File: config.mk
export PLATFORM = sky130hd
export DESIGN_NAME = icdp_data_cmd_port
export DESIGN_NICKNAME = d
export VERILOG_FILES = /design/src/common/icdp_pkg.sv /design/src/icdp_fifo_mem.sv /design/src/icdp_data_cmd_port.sv
export VERILOG_INCLUDE_DIRS = /design/src /design/src/common
export SDC_FILE = /design/constraint.sdc
export NUM_CORES = 1
export LEC_CHECK = 0
export BUFFER_PORTS_ARGS = -buffer_cell sky130_fd_sc_hd__buf_2
export CAP_MARGIN = 20
export CORE_MARGIN = 3
export CORE_UTILIZATION = 54
export DETAILED_ROUTE_END_ITERATION = 12
export GPL_ROUTABILITY_DRIVEN = 0
export GPL_TIMING_DRIVEN = 0
export PLACE_DENSITY = 0.75
export SYNTH_ARGS = -nofsm -noshare
export SYNTH_HDL_FRONTEND = slang
export SYNTH_SLANG_ARGS = --single-unit
File: constraint.sdc
create_clock -name ref_clk -period 3 [get_ports ref_clk]
set_input_delay 0.45 -clock ref_clk [delete_from_list [all_inputs] [get_ports ref_clk]]
set_output_delay 0.45 -clock ref_clk [all_outputs]
set_load 0.005 [all_outputs]
File: src/common/icdp_cfg.svh
// constants for the data and command port: offsets, fields, sizes
`ifndef ICDP_CFG_SVH
`define ICDP_CFG_SVH

// ===========================================================
// register map
`define ICDP_APB_AW        8
`define ICDP_OFS_DATA      8'h10
`define ICDP_OFS_DATA_HI   8'h11

// ===========================================================
// command word fields
`define ICDP_BIT_READ      8
`define ICDP_BIT_STOP      9
`define ICDP_BIT_RESTART   10
`define ICDP_BIT_FIRST     11
`define ICDP_BYTE_MSB      7
`define ICDP_CMD_W         11
`define ICDP_CMD_W_NOHOLD  9
`define ICDP_RX_W          9
`define ICDP_RD_W          12

// ===========================================================
// queue sizes and reset values
`define ICDP_FIFO_AW       4
`define ICDP_RST_WORD      32'h0000_0000
`define ICDP_RST_BYTE      8'h00

`endif

File: src/common/icdp_pkg.sv
// types shared by the data and command port
package icdp_pkg;

  // ===========================================================
  // command sequencer states
  typedef enum logic [1:0] {
    SEQ_IDLE,
    SEQ_FETCH,
    SEQ_BUSY,
    SEQ_DRAIN
  } icdp_seq_t;

endpackage : icdp_pkg

File: src/icdp_fifo_mem.sv
// small queue memory with registered read data
`timescale 1ns/1ns
`include "icdp_cfg.svh"

module icdp_fifo_mem #(
  parameter int WIDTH  = `ICDP_CMD_W,
  parameter int ADDR_W = `ICDP_FIFO_AW
) (
  input  wire logic              ref_clk,
  input  wire logic              rst_b,
  input  wire logic              clkEn,
  input  wire logic              wrEn,
  input  wire logic [WIDTH-1:0]  wrData,
  input  wire logic              rdEn,
  output logic      [WIDTH-1:0]  rdData,
  output logic      [ADDR_W:0]   count
);

  localparam int DEPTH = 1 << ADDR_W;
  localparam logic [ADDR_W:0] FULL_CNT = (ADDR_W+1)'(DEPTH);

  logic [WIDTH-1:0]  mem [DEPTH];
  logic [ADDR_W-1:0] wrPtr;
  logic [ADDR_W-1:0] rdPtr;
  logic [ADDR_W-1:0] next_wrPtr;
  logic [ADDR_W-1:0] next_rdPtr;
  logic [ADDR_W:0]   next_count;
  logic [WIDTH-1:0]  next_rdData;
  logic              doWr;
  logic              doRd;

  // ===========================================================
  // pointer arithmetic; a write into a full queue is dropped
  always_comb begin
    doWr        = wrEn && (count != FULL_CNT);
    doRd        = rdEn && (count != '0);
    next_wrPtr  = doWr ? wrPtr + 1'b1 : wrPtr;
    next_rdPtr  = doRd ? rdPtr + 1'b1 : rdPtr;
    next_rdData = doRd ? mem[rdPtr] : rdData;
    next_count  = count;
    if (doWr && !doRd) begin
      next_count = count + 1'b1;
    end else if (doRd && !doWr) begin
      next_count = count - 1'b1;
    end
  end

  always_ff @(posedge ref_clk) begin
    if (!rst_b) begin
      wrPtr  <= '0;
      rdPtr  <= '0;
      count  <= '0;
      rdData <= '0;
    end else if (clkEn) begin
      wrPtr  <= next_wrPtr;
      rdPtr  <= next_rdPtr;
      count  <= next_count;
      rdData <= next_rdData;
    end
  end

  // storage has no reset: contents are only read behind count
  always_ff @(posedge ref_clk) begin
    if (clkEn && doWr) begin
      mem[wrPtr] <= wrData;
    end
  end

endmodule : icdp_fifo_mem

File: src/icdp_data_cmd_port.sv
// data and command port: apb register, queues, start/restart/stop choice
`timescale 1ns/1ns
`include "icdp_cfg.svh"

// Functional notes
// - offset 0x10: write queues command, read pops byte
// - command word 11 bits with hold, else 9
// - read word 12 bits with status, else 8
// - bit 11 marks first byte after address
// - byte read 0x10, optional status read 0x11
// - restart bit forces repeated start when enabled
// - otherwise restart only on direction change
// - restart disabled: stop then start instead
// - stop bit: stop after byte, then rearbitrate
// - empty queue without stop: hold clock low with hold, else stop
// - restart and stop bits apply once, reset zero
// - bit 8 picks master read or write
// - bits 7:0 carry write byte or received byte
module icdp_data_cmd_port (
  input  wire logic        ref_clk,
  input  wire logic        rst_b,
  input  wire logic        clkEn,
  // static options
  input  wire logic        emptyFifoHoldOption,
  input  wire logic        firstByteStatusOption,
  input  wire logic        restartGenerationEnable,
  // register port
  input  wire logic        psel,
  input  wire logic        penable,
  input  wire logic        pwrite,
  input  wire logic [`ICDP_APB_AW-1:0] paddr,
  input  wire logic [31:0] pwdata,
  output logic      [31:0] prdata,
  output logic             pready,
  output logic             pslverr,
  // bus controller side
  output logic             engValid,
  output logic             engStart,
  output logic             engRestart,
  output logic             engStopStart,
  output logic             engRead,
  output logic      [7:0]  engByte,
  output logic             engStopAfter,
  output logic             engStopOnly,
  output logic             engHoldScl,
  output logic             engAckRead,
  input  wire logic        engDone,
  input  wire logic        engLost,
  input  wire logic        rxValid,
  input  wire logic [7:0]  rxByte,
  input  wire logic        rxFirst
);

  localparam int AW = `ICDP_FIFO_AW;

  // ===========================================================
  // helpers
  // read word layout, used for the pop and for the status latch
  function automatic logic [31:0] rdWord(
    input logic [`ICDP_RX_W-1:0] entry,
    input logic                  statusOpt
  );
    logic [31:0] w;
    w = `ICDP_RST_WORD;
    w[`ICDP_BYTE_MSB:0] = entry[`ICDP_BYTE_MSB:0];
    w[`ICDP_BIT_FIRST]  = statusOpt && entry[`ICDP_RX_W-1];
    return w;
  endfunction : rdWord

  // ===========================================================
  // queues
  logic                    txWr;
  logic                    txRd;
  logic [`ICDP_CMD_W-1:0]  txIn;
  logic [`ICDP_CMD_W-1:0]  txData;
  logic [AW:0]             txCount;
  logic                    rxRd;
  logic [`ICDP_RX_W-1:0]   rxData;
  logic [AW:0]             rxCount;

  icdp_fifo_mem #(.WIDTH(`ICDP_CMD_W), .ADDR_W(AW)) txQueue (
    .ref_clk (ref_clk),
    .rst_b   (rst_b),
    .clkEn   (clkEn),
    .wrEn    (txWr),
    .wrData  (txIn),
    .rdEn    (txRd),
    .rdData  (txData),
    .count   (txCount)
  );

  // received bytes carry their first-byte mark beside them
  icdp_fifo_mem #(.WIDTH(`ICDP_RX_W), .ADDR_W(AW)) rxQueue (
    .ref_clk (ref_clk),
    .rst_b   (rst_b),
    .clkEn   (clkEn),
    .wrEn    (rxValid),
    .wrData  ({rxFirst, rxByte}),
    .rdEn    (rxRd),
    .rdData  (rxData),
    .count   (rxCount)
  );

  // ===========================================================
  // register port
  logic        rdPend;
  logic [31:0] lastWord;
  logic        next_rdPend;
  logic [31:0] next_lastWord;
  logic [31:0] next_prdata;
  logic        next_pready;
  logic        next_pslverr;
  logic        setupRd;
  logic        accessPh;
  logic        hitData;
  logic        hitHigh;

  always_comb begin
    hitData  = (paddr == `ICDP_OFS_DATA);
    hitHigh  = (paddr == `ICDP_OFS_DATA_HI);
    setupRd  = psel && !penable && !pwrite;
    accessPh = psel && penable && !pready;
    // pop in the setup phase so the data is out of the memory by access
    rxRd = setupRd && hitData && (rxCount != '0);
    // write lands when the access completes
    txWr = psel && penable && pready && pwrite && hitData;
    txIn = pwdata[`ICDP_CMD_W-1:0];
    if (!emptyFifoHoldOption) begin
      // narrow word: the one-shot restart and stop bits do not exist
      txIn[`ICDP_BIT_RESTART] = 1'b0;
      txIn[`ICDP_BIT_STOP]    = 1'b0;
    end
    next_rdPend   = setupRd ? rxRd : rdPend;
    next_lastWord = lastWord;
    next_prdata   = prdata;
    next_pready   = accessPh;
    next_pslverr  = 1'b0;
    if (accessPh) begin
      next_prdata = `ICDP_RST_WORD;
      if (!pwrite && hitData) begin
        if (rdPend) begin
          next_prdata   = rdWord(rxData, firstByteStatusOption);
          next_lastWord = next_prdata;
        end
      end else if (!pwrite && hitHigh) begin
        // second narrow read: no pop, shows status of the byte just read
        next_prdata[7:0] = lastWord[15:8];
      end else if (!hitData) begin
        next_pslverr = 1'b1;
      end
    end
  end

  always_ff @(posedge ref_clk) begin
    if (!rst_b) begin
      rdPend   <= 1'b0;
      lastWord <= `ICDP_RST_WORD;
      prdata   <= `ICDP_RST_WORD;
      pready   <= 1'b0;
      pslverr  <= 1'b0;
    end else if (clkEn) begin
      rdPend   <= next_rdPend;
      lastWord <= next_lastWord;
      prdata   <= next_prdata;
      pready   <= next_pready;
      pslverr  <= next_pslverr;
    end
  end

  // ===========================================================
  // command sequencer
  icdp_pkg::icdp_seq_t state;
  icdp_pkg::icdp_seq_t next_state;
  logic       busActive;
  logic       prevRead;
  logic       next_busActive;
  logic       next_prevRead;
  logic       next_engValid;
  logic       next_engStart;
  logic       next_engRestart;
  logic       next_engStopStart;
  logic       next_engRead;
  logic [7:0] next_engByte;
  logic       next_engStopAfter;
  logic       next_engStopOnly;
  logic       next_engHoldScl;
  logic       next_engAckRead;
  logic       needRestart;
  logic       cmdRead;

  always_comb begin
    next_state        = state;
    next_busActive    = busActive;
    next_prevRead     = prevRead;
    next_engValid     = 1'b0;
    next_engStart     = engStart;
    next_engRestart   = engRestart;
    next_engStopStart = engStopStart;
    next_engRead      = engRead;
    next_engByte      = engByte;
    next_engStopAfter = engStopAfter;
    next_engStopOnly  = 1'b0;
    next_engHoldScl   = 1'b0;
    next_engAckRead   = engAckRead;
    txRd              = 1'b0;
    cmdRead           = txData[`ICDP_BIT_READ];
    needRestart       = txData[`ICDP_BIT_RESTART]
                        || (cmdRead != prevRead);
    case (state)
      icdp_pkg::SEQ_IDLE: begin
        if (txCount != '0) begin
          // one head at a time keeps the written order
          txRd       = 1'b1;
          next_state = icdp_pkg::SEQ_FETCH;
        end else if (busActive && emptyFifoHoldOption) begin
          next_engHoldScl = 1'b1;
        end else if (busActive) begin
          // without the hold option a dry queue ends the transfer
          next_engStopOnly = 1'b1;
          next_state       = icdp_pkg::SEQ_DRAIN;
        end
      end
      icdp_pkg::SEQ_FETCH: begin
        next_engValid     = 1'b1;
        next_engRead      = cmdRead;
        next_engByte      = txData[`ICDP_BYTE_MSB:0];
        // flags are taken from this command only
        next_engStopAfter = txData[`ICDP_BIT_STOP];
        next_engStart     = !busActive;
        next_engRestart   = busActive && needRestart
                            && restartGenerationEnable;
        next_engStopStart = busActive && needRestart
                            && !restartGenerationEnable;
        next_engAckRead   = cmdRead && !txData[`ICDP_BIT_STOP]
                            && (txCount != '0);
        next_prevRead     = cmdRead;
        next_busActive    = 1'b1;
        next_state        = icdp_pkg::SEQ_BUSY;
      end
      icdp_pkg::SEQ_BUSY: begin
        // ack decision follows the queue while the byte is on the wire
        next_engAckRead = engRead && !engStopAfter
                          && (txCount != '0);
        if (engLost) begin
          next_busActive = 1'b0;
          next_state     = icdp_pkg::SEQ_IDLE;
        end else if (engDone) begin
          if (engStopAfter) begin
            next_busActive = 1'b0;
          end
          next_state = icdp_pkg::SEQ_IDLE;
        end
      end
      icdp_pkg::SEQ_DRAIN: begin
        if (engDone || engLost) begin
          next_busActive = 1'b0;
          next_state     = icdp_pkg::SEQ_IDLE;
        end
      end
      default: begin
        next_state = icdp_pkg::SEQ_IDLE;
      end
    endcase
  end

  always_ff @(posedge ref_clk) begin
    if (!rst_b) begin
      state        <= icdp_pkg::SEQ_IDLE;
      busActive    <= 1'b0;
      prevRead     <= 1'b0;
      engValid     <= 1'b0;
      engStart     <= 1'b0;
      engRestart   <= 1'b0;
      engStopStart <= 1'b0;
      engRead      <= 1'b0;
      engByte      <= `ICDP_RST_BYTE;
      engStopAfter <= 1'b0;
      engStopOnly  <= 1'b0;
      engHoldScl   <= 1'b0;
      engAckRead   <= 1'b0;
    end else if (clkEn) begin
      state        <= next_state;
      busActive    <= next_busActive;
      prevRead     <= next_prevRead;
      engValid     <= next_engValid;
      engStart     <= next_engStart;
      engRestart   <= next_engRestart;
      engStopStart <= next_engStopStart;
      engRead      <= next_engRead;
      engByte      <= next_engByte;
      engStopAfter <= next_engStopAfter;
      engStopOnly  <= next_engStopOnly;
      engHoldScl   <= next_engHoldScl;
      engAckRead   <= next_engAckRead;
    end
  end

endmodule : icdp_data_cmd_port

======== After elaboration in Yosys (flattened, before gate mapping) ========
Memories as Yosys holds them, arrays and structs flattened. A register that Yosys moved wholly into a read port is not among the register bits.
Index checks and enable logic that the tools add are counted.
word-level totals
  flip-flop bits (word level) ............. 90
  RAM bits ................................ 320
  input bits .............................. 61
  output and inout bits ................... 51
  word-level logic and storage cells ...... 151
  memories ................................ 2
operators by class
  add/sub/neg operators ................... 8
  equality and inequality tests ........... 13
  multiplexer cells ....................... 40
  reduce and logical (&&, ||, !) cells .... 65
memories
  name         words  bits a word  read ports  clocked after Yosys merged registers in  wr ports  line                 source
  txQueue.mem  16     11           1           1                                        1         icdp_fifo_mem.sv:22  logic [WIDTH-1:0] mem [DEPTH];
  rxQueue.mem  16     9            1           1                                        1         icdp_fifo_mem.sv:22
operator list
  operator                                                             number
  1-bit logical AND                                                    30
  24-bit 2-to-1 mux                                                    1
  1-bit 2-to-1 mux                                                     22
  5-bit 2-to-1 mux                                                     4
  2-bit AND reduction                                                  10
  4-bit by 1-bit adder with 4-bit output (second input constant)       4
  8-bit by 5-bit == test with 1-bit output (second input constant)     2
  2-bit 2-to-1 mux                                                     7
  1-bit logical NOT                                                    13
  12-bit 2-to-1 mux                                                    1
  3-bit != test (second input constant)                                4
  5-bit by 1-bit adder with 5-bit output (second input constant)       2
  5-bit != test (second input constant)                                2
  5-bit AND reduction                                                  2
  5-bit nonzero test                                                   2
  5-bit by 1-bit subtractor with 5-bit output (second input constant)  2
  8-bit 2-to-1 mux                                                     1
  2-bit case mux with 4 select lines                                   1
  2-bit nonzero test                                                   3
  2-bit == test (second input constant)                                2
  4-bit 2-to-1 mux                                                     1
  4-bit AND reduction                                                  1
  1-bit case mux with 3 select lines                                   1
  3-bit nonzero test                                                   1
  other kinds (6)                                                      7

======== Depth between registers and ports, before layout ========
Gate-level depths: netlist (run 1).
  depth after elaboration ................. 10
  depth in mapped cells ................... 12
  depth with buffers taken out ............ 11

======== By module ========
Synthesis (run 1) repeated with hierarchy kept, for this count alone.
second synthesis, totals
  cell total of the unflattened synthesis .. 1033
  area total of the unflattened synthesis .. 16284.4 sq um
modules (own cells, without submodules)
  module                   instances  cells each  area each (sq um)  sequential area each (sq um)
  icdp_fifo_mem (txQueue)  1          452         7901.3             5765.5
  icdp_fifo_mem (rxQueue)  1          390         6696.4             4764.6
  icdp_data_cmd_port       1          191         1686.6             660.6

======== Worst setup path before layout (run 1) ========
OpenSTA, ideal clock, no wires.
  path type ............................... in2reg
  start ................................... in paddr[5]
  end ..................................... mem txQueue.mem[3][0] (netlist bit), enable pin
  data arrival time ....................... 2.430 ns
  data required time ...................... 2.607 ns
  setup slack ............................. 0.177 ns
  stages .................................. 5
  path through ............................ nor4b_2 -> nand2_1 -> or4_1 -> buf_2 -> nor3_1
on the way
  cells in the longest elaborated chain, start to end .. 6
ends and longest elaborated chain
  item                                                       line                       source
  start, declared                                            icdp_data_cmd_port.sv:31   input wire logic [`ICDP_APB_AW-1:0] paddr,
  8-bit by 5-bit == test with 1-bit output (no source line)  --
  1-bit logical AND                                          icdp_data_cmd_port.sv:126  txWr = psel && penable && pready && pwrite && hitData;
  1-bit logical AND                                          icdp_fifo_mem.sv:35        doWr = wrEn && (count != FULL_CNT);
  1-bit logical AND                                          icdp_fifo_mem.sv:64        if (clkEn && doWr) begin
  1-bit 2-to-1 mux                                           icdp_fifo_mem.sv:64
  1-bit 2-to-1 mux (not written as such)                     icdp_fifo_mem.sv:65        mem[wrPtr] <= wrData;
  end, declared                                              icdp_fifo_mem.sv:22
Every way passes these cells.

======== Final worst setup path (run 1) ========
  start ................................... reg rxQueue.count[0]
  end ..................................... reg rxQueue.count[4]
on the way
  cells in the longest elaborated chain, start to end .. 7
ends and longest elaborated chain
  item                                                                                 line                 source
  start, declared                                                                      icdp_fifo_mem.sv:16  output logic [ADDR_W:0] count
  start signal, assigned                                                               icdp_fifo_mem.sv:57  count <= next_count;
  branches (longest 7 deep; another with 5-bit by 1-bit subtractor with 5-bit output)  --
Several ways; the timed one is not identified. The select of a mux whose other input is x is not followed.
A chain may end at the register's enable or synchronous reset.

==> impl_metrics.yaml, run 1 <==
run_status:
  run_status: "complete, no violations"
critical_path:
  timing.reg2reg.worst_path_depth: 11
  worst-path-buf-inv: 1
  critPathMostFrequentCell: "ha_1"
  r2r_end: "rxQueue.count[4]"
  worst_r2r_startpoint: "rxQueue.count[0]"
  critPathTopFamily: "compound AO/OA/AOI/OAI gates"
  reg2reg_setup_slack_ps: 180
  cp-end-kind: "flop"
  max_stage_delay_ps: 470
  worstSetupPathType: "flop to flop"
  worstPathArrival_ps: 3240
  crit_path_cell_trace: "nor4_1 > a2111o_1 > or3_1 > ha_1 > inv_1 > ha_1 > a21o_1 > a21oi_1 > xnor2_1 > nand2_1 > mux2i_1"
  worstSetupStartpointType: "flop"
  worst-path-max-fanout: 5
  cp_slowest_cell: "a2111o_1"
  worst_ep_required_time_ps: 3410
  worst_setup_path_startpoint: "rxQueue.count[0]"
min_path:
  holdCritPathClass: "primary input to flop"
  whs_endpoint: "lastWord[11]"
  hold_depth: 3
  holdCritStartpoint: "firstByteStatusOption"
power_and_ir_drop:
  fin_total_pwr_uw: 12500
  power_density_nw_per_um2: 684
  max-vdd-ir-drop_mv: 0.381
  cellLeakagePower_uw: 0.00616
clock_network:
  number_of_buffers_inserted_by_hold_repair_at_cts: 0
  tritoncts: "built"
  ctsRootBufferMaster: "clkbuf_16"
  ctsLongestPathBuffers: 3
  cts_inserted_buffers: 39
  cts_num_sinks: 399
  post-cts-setup-buffer-count: 0
  cts.htree.levels: 2
  clkTransAtPathRegs_ps: 70
  post_cts_resized: 0
  worstSkewPairLatency_ps: 530
sta:
  final-max-slew-violation-count: 0
  max-slew-margin-rel_pct: 27.5
  worst_slew_pin_slew_ps: 1080
  final_critical_path_setup_slack_ps: 175
  final.period_utilization_pct: 94.2
  fin_tns_setup_ps: 0
  final-setup-viol-count: 0
  finalClockSkew_ps: 25.6
  fmax_mhz: 354
  final-hold-violation-count: 0
  layout_min_cycle_time_ps: 2820
  setup_repair_after_global_routing_missed_its_margin: "false"
  final.hold.worst_slack_ps: 234
synthesis:
  mappedNetlistArea_sq_um: 15900
  netlist-cell-type-count: 49
  synthesis.area_per_instance_sq_um: 16.5
  synth_enable_flop_cells: 320
  synth_ff_type: "edfxtp_1"
  synth_warnings: 0
  synth_seq_area_share_pct: 70.5
  synth-async-reset-ratio_pct: 0
  postSynthCellCount: 960
  post_synthesis_sequential_element_count: 399
final_layout:
  final_util_pct: 63.2
  finish.net_count: 1193
  drive_above_1_share_pct: 23.9
  flow.area_growth_from_synthesis_pct: 14.9
  insertedDiodeCount: 0
drt:
  total_number_of_vias: 8887
  avg_wl_per_cell_microns: 21.9
  drt_pass1_iterations: 5
  detail_route.vias_per_cell: 5.85
  drt_wl_total_mm: 33.2
  ant_nets: 0
  drc: 0
  drt_iter0_drc: 792
global_routing:
  vias_in_the_first_global_route: 8725
  grt_usage_pct: 21.4
  antenna_violations_before_repair: 1
  gr-total-overflow: 0
  grt_max_degree: 17
  grt_first_pass_wirelength_mm: 51.1
floorplanning:
  floorplan.io_pins: 112
  core_area_sq_um: 28900
  floorplan.initialDensity_pct: 55.0
  die-height_microns: 177
  die_w_microns: 177
  core.rowCount: 62
  die-area_sq_um: 31500
placement:
  pre_cts_ws_ps: -345
  hpwlAfterDp_mm: 21.8
  io_buffers: 66
job:
  maxCapViolCount: 0
==> cell usage after synthesis (all sizes together) (2+ instances only) <==
master   count  share of area (%)
or3          2               0.11
nor2b        5               0.20
nor2        94                2.2
a21oi       28               0.88
edfxtp     320                 61
clkbuf      30               0.71
dfxtp       79                 10
o22ai       20               0.79
fa           2               0.25
or4          2              0.095
xor2         6               0.33
inv         20               0.47
mux2i       14               0.88
nor3b        2              0.095
a22o        40                2.2
ha          23                1.8
nand3        2              0.063
nand2b       9               0.35
a211oi       4               0.22
a2111o       2               0.14
nand4        4               0.16
a31oi        2              0.079
mux4        80                 11
a22oi        7               0.33
buf         39                1.6
nor3        12               0.41
a21o         3               0.14
a2bb2oi      2               0.11
o21ai        2              0.063
nor4         5               0.39
and2         6               0.24
nand2       74                1.8
xnor2       12               0.66
==> worst max path at each step <==
stage | to | cells past startpoint | slack [ps]
5_1_grt | rxQueue.count[4] | 11 | 10
3_5_place_dp | txQueue.mem[14][1] | 6 | -340
2_1_floorplan | txQueue.mem[3][0] | 5 | 180
4_1_cts | txQueue.mem[14][5] | 5 | 100
3_3_place_gp | txQueue.mem[0][6] | 6 | -890
6_report | rxQueue.count[4] | 11 | 180
==> state kept, by name, indices dropped and copies added, names as in the netlist, 2 cells and up <==
name            cells
rxQueue.rdPtr       4
txQueue.rdPtr       4
txQueue.mem       176
rxQueue.mem       144
rxQueue.rdData      9
txQueue.count       5
rxQueue.count       5
engByte             8
txQueue.wrPtr       4
rxQueue.wrPtr       4
state               2
prdata              9
txQueue.rdData     11
==> per-layer routing <==
layer | part of all wire (%) | track usage, % | vias to the layer above | wire length (microns)
li1 | - | - | 3959 | -
met1 | 42 | 31.0 | 4451 | 13900
met2 | 47 | 33.9 | 404 | 15700
met3 | 8.1 | 3.83 | 71 | 2690
met4 | 2.9 | 6.28 | 2 | 949
met5 | 0.060 | 0 | - | 20
==> cell families (layout without fill, tap and decap cells) <==
kind of cell,Yosys count,in the layout,share of synthesized area [%]
flops,399,399,70.5
simple gates,219,219,6.23
compound gates,115,115,5.24
mux,94,94,12.2
buf+inv,89,243,2.74
fa+ha+maj,25,25,2.06
xor+xnor,18,18,0.993
other cells,1,23,0.0236
==> area by class of cell <==
| class | count | area, sq um |
|---|---|---|
| clock buffers | 57 | 1170 |
| flip-flops and latches | 399 | 11200 |
| multi-input cells | 494 | 4360 |
| repair buffers | 84 | 499 |
| well taps | 384 | 480 |
| fillers | 2026 | 10600 |
| plain buffers | 69 | 360 |
| inverters | 20 | 75.1 |
| clock inverters | 13 | 108 |
==> report_power, final <==
| group | leakage (uW) | internal [uW] | switching [uW] | total (uW) |
|---|---|---|---|---|
| clock | 0.000627 | 2790 | 1980 | 4770 |
| combinational | 0.00205 | 691 | 819 | 1510 |
| sequential | 0.00349 | 6100 | 104 | 6200 |
==> tightest hold or removal path, stage by stage <==
cell and delay (ps):
buf_2 100, nand3_1 90, a21oi_1 70
==> cells in the final DEF (no fill, tap or decap), drive strengths merged, types with 3 or more instances in the layout <==
cell type | netlist | layout
o22ai | 20 | 20
clkbuf | 30 | 87
nand4 | 4 | 4
a22oi | 7 | 7
ha | 23 | 23
inv | 20 | 22
xor2 | 6 | 6
nor3 | 12 | 12
a211oi | 4 | 4
edfxtp | 320 | 320
and2 | 6 | 6
a21o | 3 | 3
xnor2 | 12 | 12
nor4 | 5 | 5
nor2 | 94 | 94
mux4 | 80 | 80
mux2i | 14 | 14
clkinv | 0 | 9
nand2b | 9 | 9
a21oi | 28 | 28
dfxtp | 79 | 79
buf | 39 | 123
conb | 1 | 23
nand2 | 74 | 74
nor2b | 5 | 5
a22o | 40 | 40
==> stage by stage <==
step	instance area, sq um	cells
2_1_floorplan	16000	982
3_3_place_gp	16800	1432
3_5_place_dp	16900	1448
4_1_cts	18200	1518
5_1_grt	18200	1520
6_report	18200	1520
Power figures use the tool's default switching activity.
==> inputs of run 2 (changes only) <==
--- a/config.mk
+++ b/config.mk
@@ -13,7 +13,7 @@
 export DETAILED_ROUTE_END_ITERATION = 12
 export GPL_ROUTABILITY_DRIVEN = 0
 export GPL_TIMING_DRIVEN = 0
-export PLACE_DENSITY = 0.75
+export PLACE_DENSITY_LB_ADDON = 0.15
 export SYNTH_ARGS = -nofsm -noshare
 export SYNTH_HDL_FRONTEND = slang
 export SYNTH_SLANG_ARGS = --single-unit
==> impl_metrics.yaml, run 2 (synthesized netlist as in run 1, its figures left out) <==
final_layout:
  layout.cells.most_common: "edfxtp_1"
  reg.largest.list: "txQueue.mem x176, rxQueue.mem x144, txQueue.rdData x11"
  insertedDiodeCount: 0
  largest_register: "txQueue.mem"
  layout_common_cells: "320 x edfxtp_1, 94 x nor2_1, 80 x mux4_2, 79 x dfxtp_1, 78 x buf_2"
  fin_area_sq_um: 18200
  finish.net_count: 1197
  fillCellCount: 2098
  largest_register_ff_count: 176
  flow.area_growth_from_synthesis_pct: 14.9
  drive_above_1_share_pct: 23.7
critical_path:
  crit_path_end: "rxQueue.count[4]"
  worst-path-buf-inv: 1
  critPathTopFamily: "simple AND/OR/NAND/NOR gates"
  crit_path_cell_trace: "nor4_1 > a2111o_1 > or3_1 > ha_1 > inv_1 > fa_1 > a21o_1 > a21oi_1 > xnor2_1 > nand2_1 > mux2i_1"
  r2r_end: "rxQueue.count[4]"
  worst_r2r_startpoint: "rxQueue.count[2]"
  worst_setup_path_startpoint: "rxQueue.count[2]"
  cp-end-kind: "flop"
  worst-path-max-fanout: 5
  worstSetupStartpointType: "flop"
  cp_num_cells: 11
  worstSetupPathType: "flop to flop"
  timing.reg2reg.worst_path_depth: 11
  max_stage_delay_ps: 590
  cp_slowest_cell: "nor4_1"
  worst_ep_required_time_ps: 3410
  worstPathArrival_ps: 3230
  reg2reg_setup_slack_ps: 180
floorplanning:
  die-area_sq_um: 31500
  core_area_sq_um: 28900
  floorplan.io_pins: 112
  die_w_microns: 177
  core.rowCount: 62
  floorplan.initialDensity_pct: 55.0
  die-height_microns: 177
sta:
  final-max-slew-violation-count: 0
  final.period_utilization_pct: 94.1
  setup_repair_after_global_routing_missed_its_margin: "false"
  final_critical_path_setup_slack_ps: 177
  final.hold.worst_slack_ps: 246
  final-setup-viol-count: 0
  final-hold-violation-count: 0
  max-slew-margin-rel_pct: 41.3
  layout_min_cycle_time_ps: 2820
  worst_slew_pin_slew_ps: 878
  fmax_mhz: 354
  finalClockSkew_ps: 16.2
min_path:
  holdCritPathClass: "primary input to flop"
clock_network:
  cts_num_sinks: 399
  tritoncts: "built"
  cts.htree.levels: 2
  post-cts-setup-buffer-count: 0
  number_of_buffers_inserted_by_hold_repair_at_cts: 0
  clkTransAtPathRegs_ps: 60
  worstSkewPairLatency_ps: 530
  ctsLongestPathBuffers: 3
  ctsRootBufferMaster: "clkbuf_16"
  cts_inserted_buffers: 41
drt:
  drt_wl_total_mm: 33.1
  total_number_of_vias: 8711
  drt_iter0_drc: 774
  drt_pass1_iterations: 5
  avg_wl_per_cell_microns: 21.7
  detail_route.vias_per_cell: 5.71
  drc: 0
  ant_nets: 0
placement:
  dpl_cell_area_sq_um: 16900
  hpwlAfterDp_mm: 21.8
  pre_cts_ws_ps: -390
  io_buffers: 66
power_and_ir_drop:
  power_frac_seq_pct: 49.8
  cellLeakagePower_uw: 0.00617
  max-vdd-ir-drop_mv: 0.500
  fin_total_pwr_uw: 12500
  pwr-share-comb_pct: 12.2
  power_density_nw_per_um2: 683
  power.switching_fraction_pct: 23.3
  netSwitchingPower_uw: 2910
  intPower_uw: 9550
  clock_share_of_power_pct: 38.0
global_routing:
  antenna_violations_before_repair: 0
  grt_max_degree: 17
  gr-total-overflow: 0
  grt_first_pass_wirelength_mm: 49.9
  grt_usage_pct: 21.2
  vias_in_the_first_global_route: 8501
job:
  maxCapViolCount: 0
run_status:
  run_status: "complete, no violations"
-- run 2: area by class of cell --
cell class	count	area [sq um]	share of cell area (%)
sequential	399	11200	61.3
inverter	20	75.1	0.411
clock inverter	26	169	0.926
buffer	69	360	1.97
timing repair buffer	86	520	2.85
clock buffer	47	1090	5.98
multi-input combinational	494	4360	23.9
tap	384	480	2.63
-- run 2: worst register-to-register path, cell delays in order (launching register included) --
cell	delay (ps)
dfxtp_1	330
nor4_1	590
a2111o_1	310
or3_1	130
ha_1	140
inv_1	100
fa_1	430
a21o_1	180
a21oi_1	160
xnor2_1	130
nand2_1	80
mux2i_1	140
-- run 2: power groups by stage --
stage	clock, uW	sequential, uW	combinational (uW)
after floorplan	0	6290	1100
after global placement	0	6310	1480
after detailed placement	0	6310	1510
after CTS	4830	6200	1520
after global routing	5030	6220	1670
final	4740	6200	1520
-- run 2: timing repair --
action | 4_1_cts | 5_1_grt
endpoints found under the setup margin | 0 | 1
gates resized for setup | 0 | 1
endpoints found under the hold margin | 0 | 0
-- run 2: layer usage --
metal  routed length, microns  part of all wire (%)  track usage, %
met1                    14600                    44            31.3
met2                    15400                    46            33.0
met3                     2390                   7.2            3.64
met4                      710                   2.1            5.89
met5                        0                     0               0
-- run 2: how the worst min path moves through the flow --
stage                             from                to  slack [ps]  depth (start not counted)
2_1_floorplan        txQueue.rdData[0]        engByte[0]         430                          2
3_3_place_gp                engByte[4]        engByte[4]         440                          2
3_5_place_dp                engByte[4]        engByte[4]         450                          2
4_1_cts                          rst_b  rxQueue.rdPtr[3]         230                          3
5_1_grt          firstByteStatusOption        prdata[11]         260                          3
6_report       restartGenerationEnable        engRestart         250                          3
-- run 2: per-stage QoR --
step           utilization (%)  setup TNS, ps  cells
2_1_floorplan                -              0    982
3_3_place_gp              58.1         -86380   1432
3_5_place_dp              58.6         -29150   1445
4_1_cts                   63.0              0   1518
6_report                  63.2              0   1525
5_1_grt                   63.2              0   1525
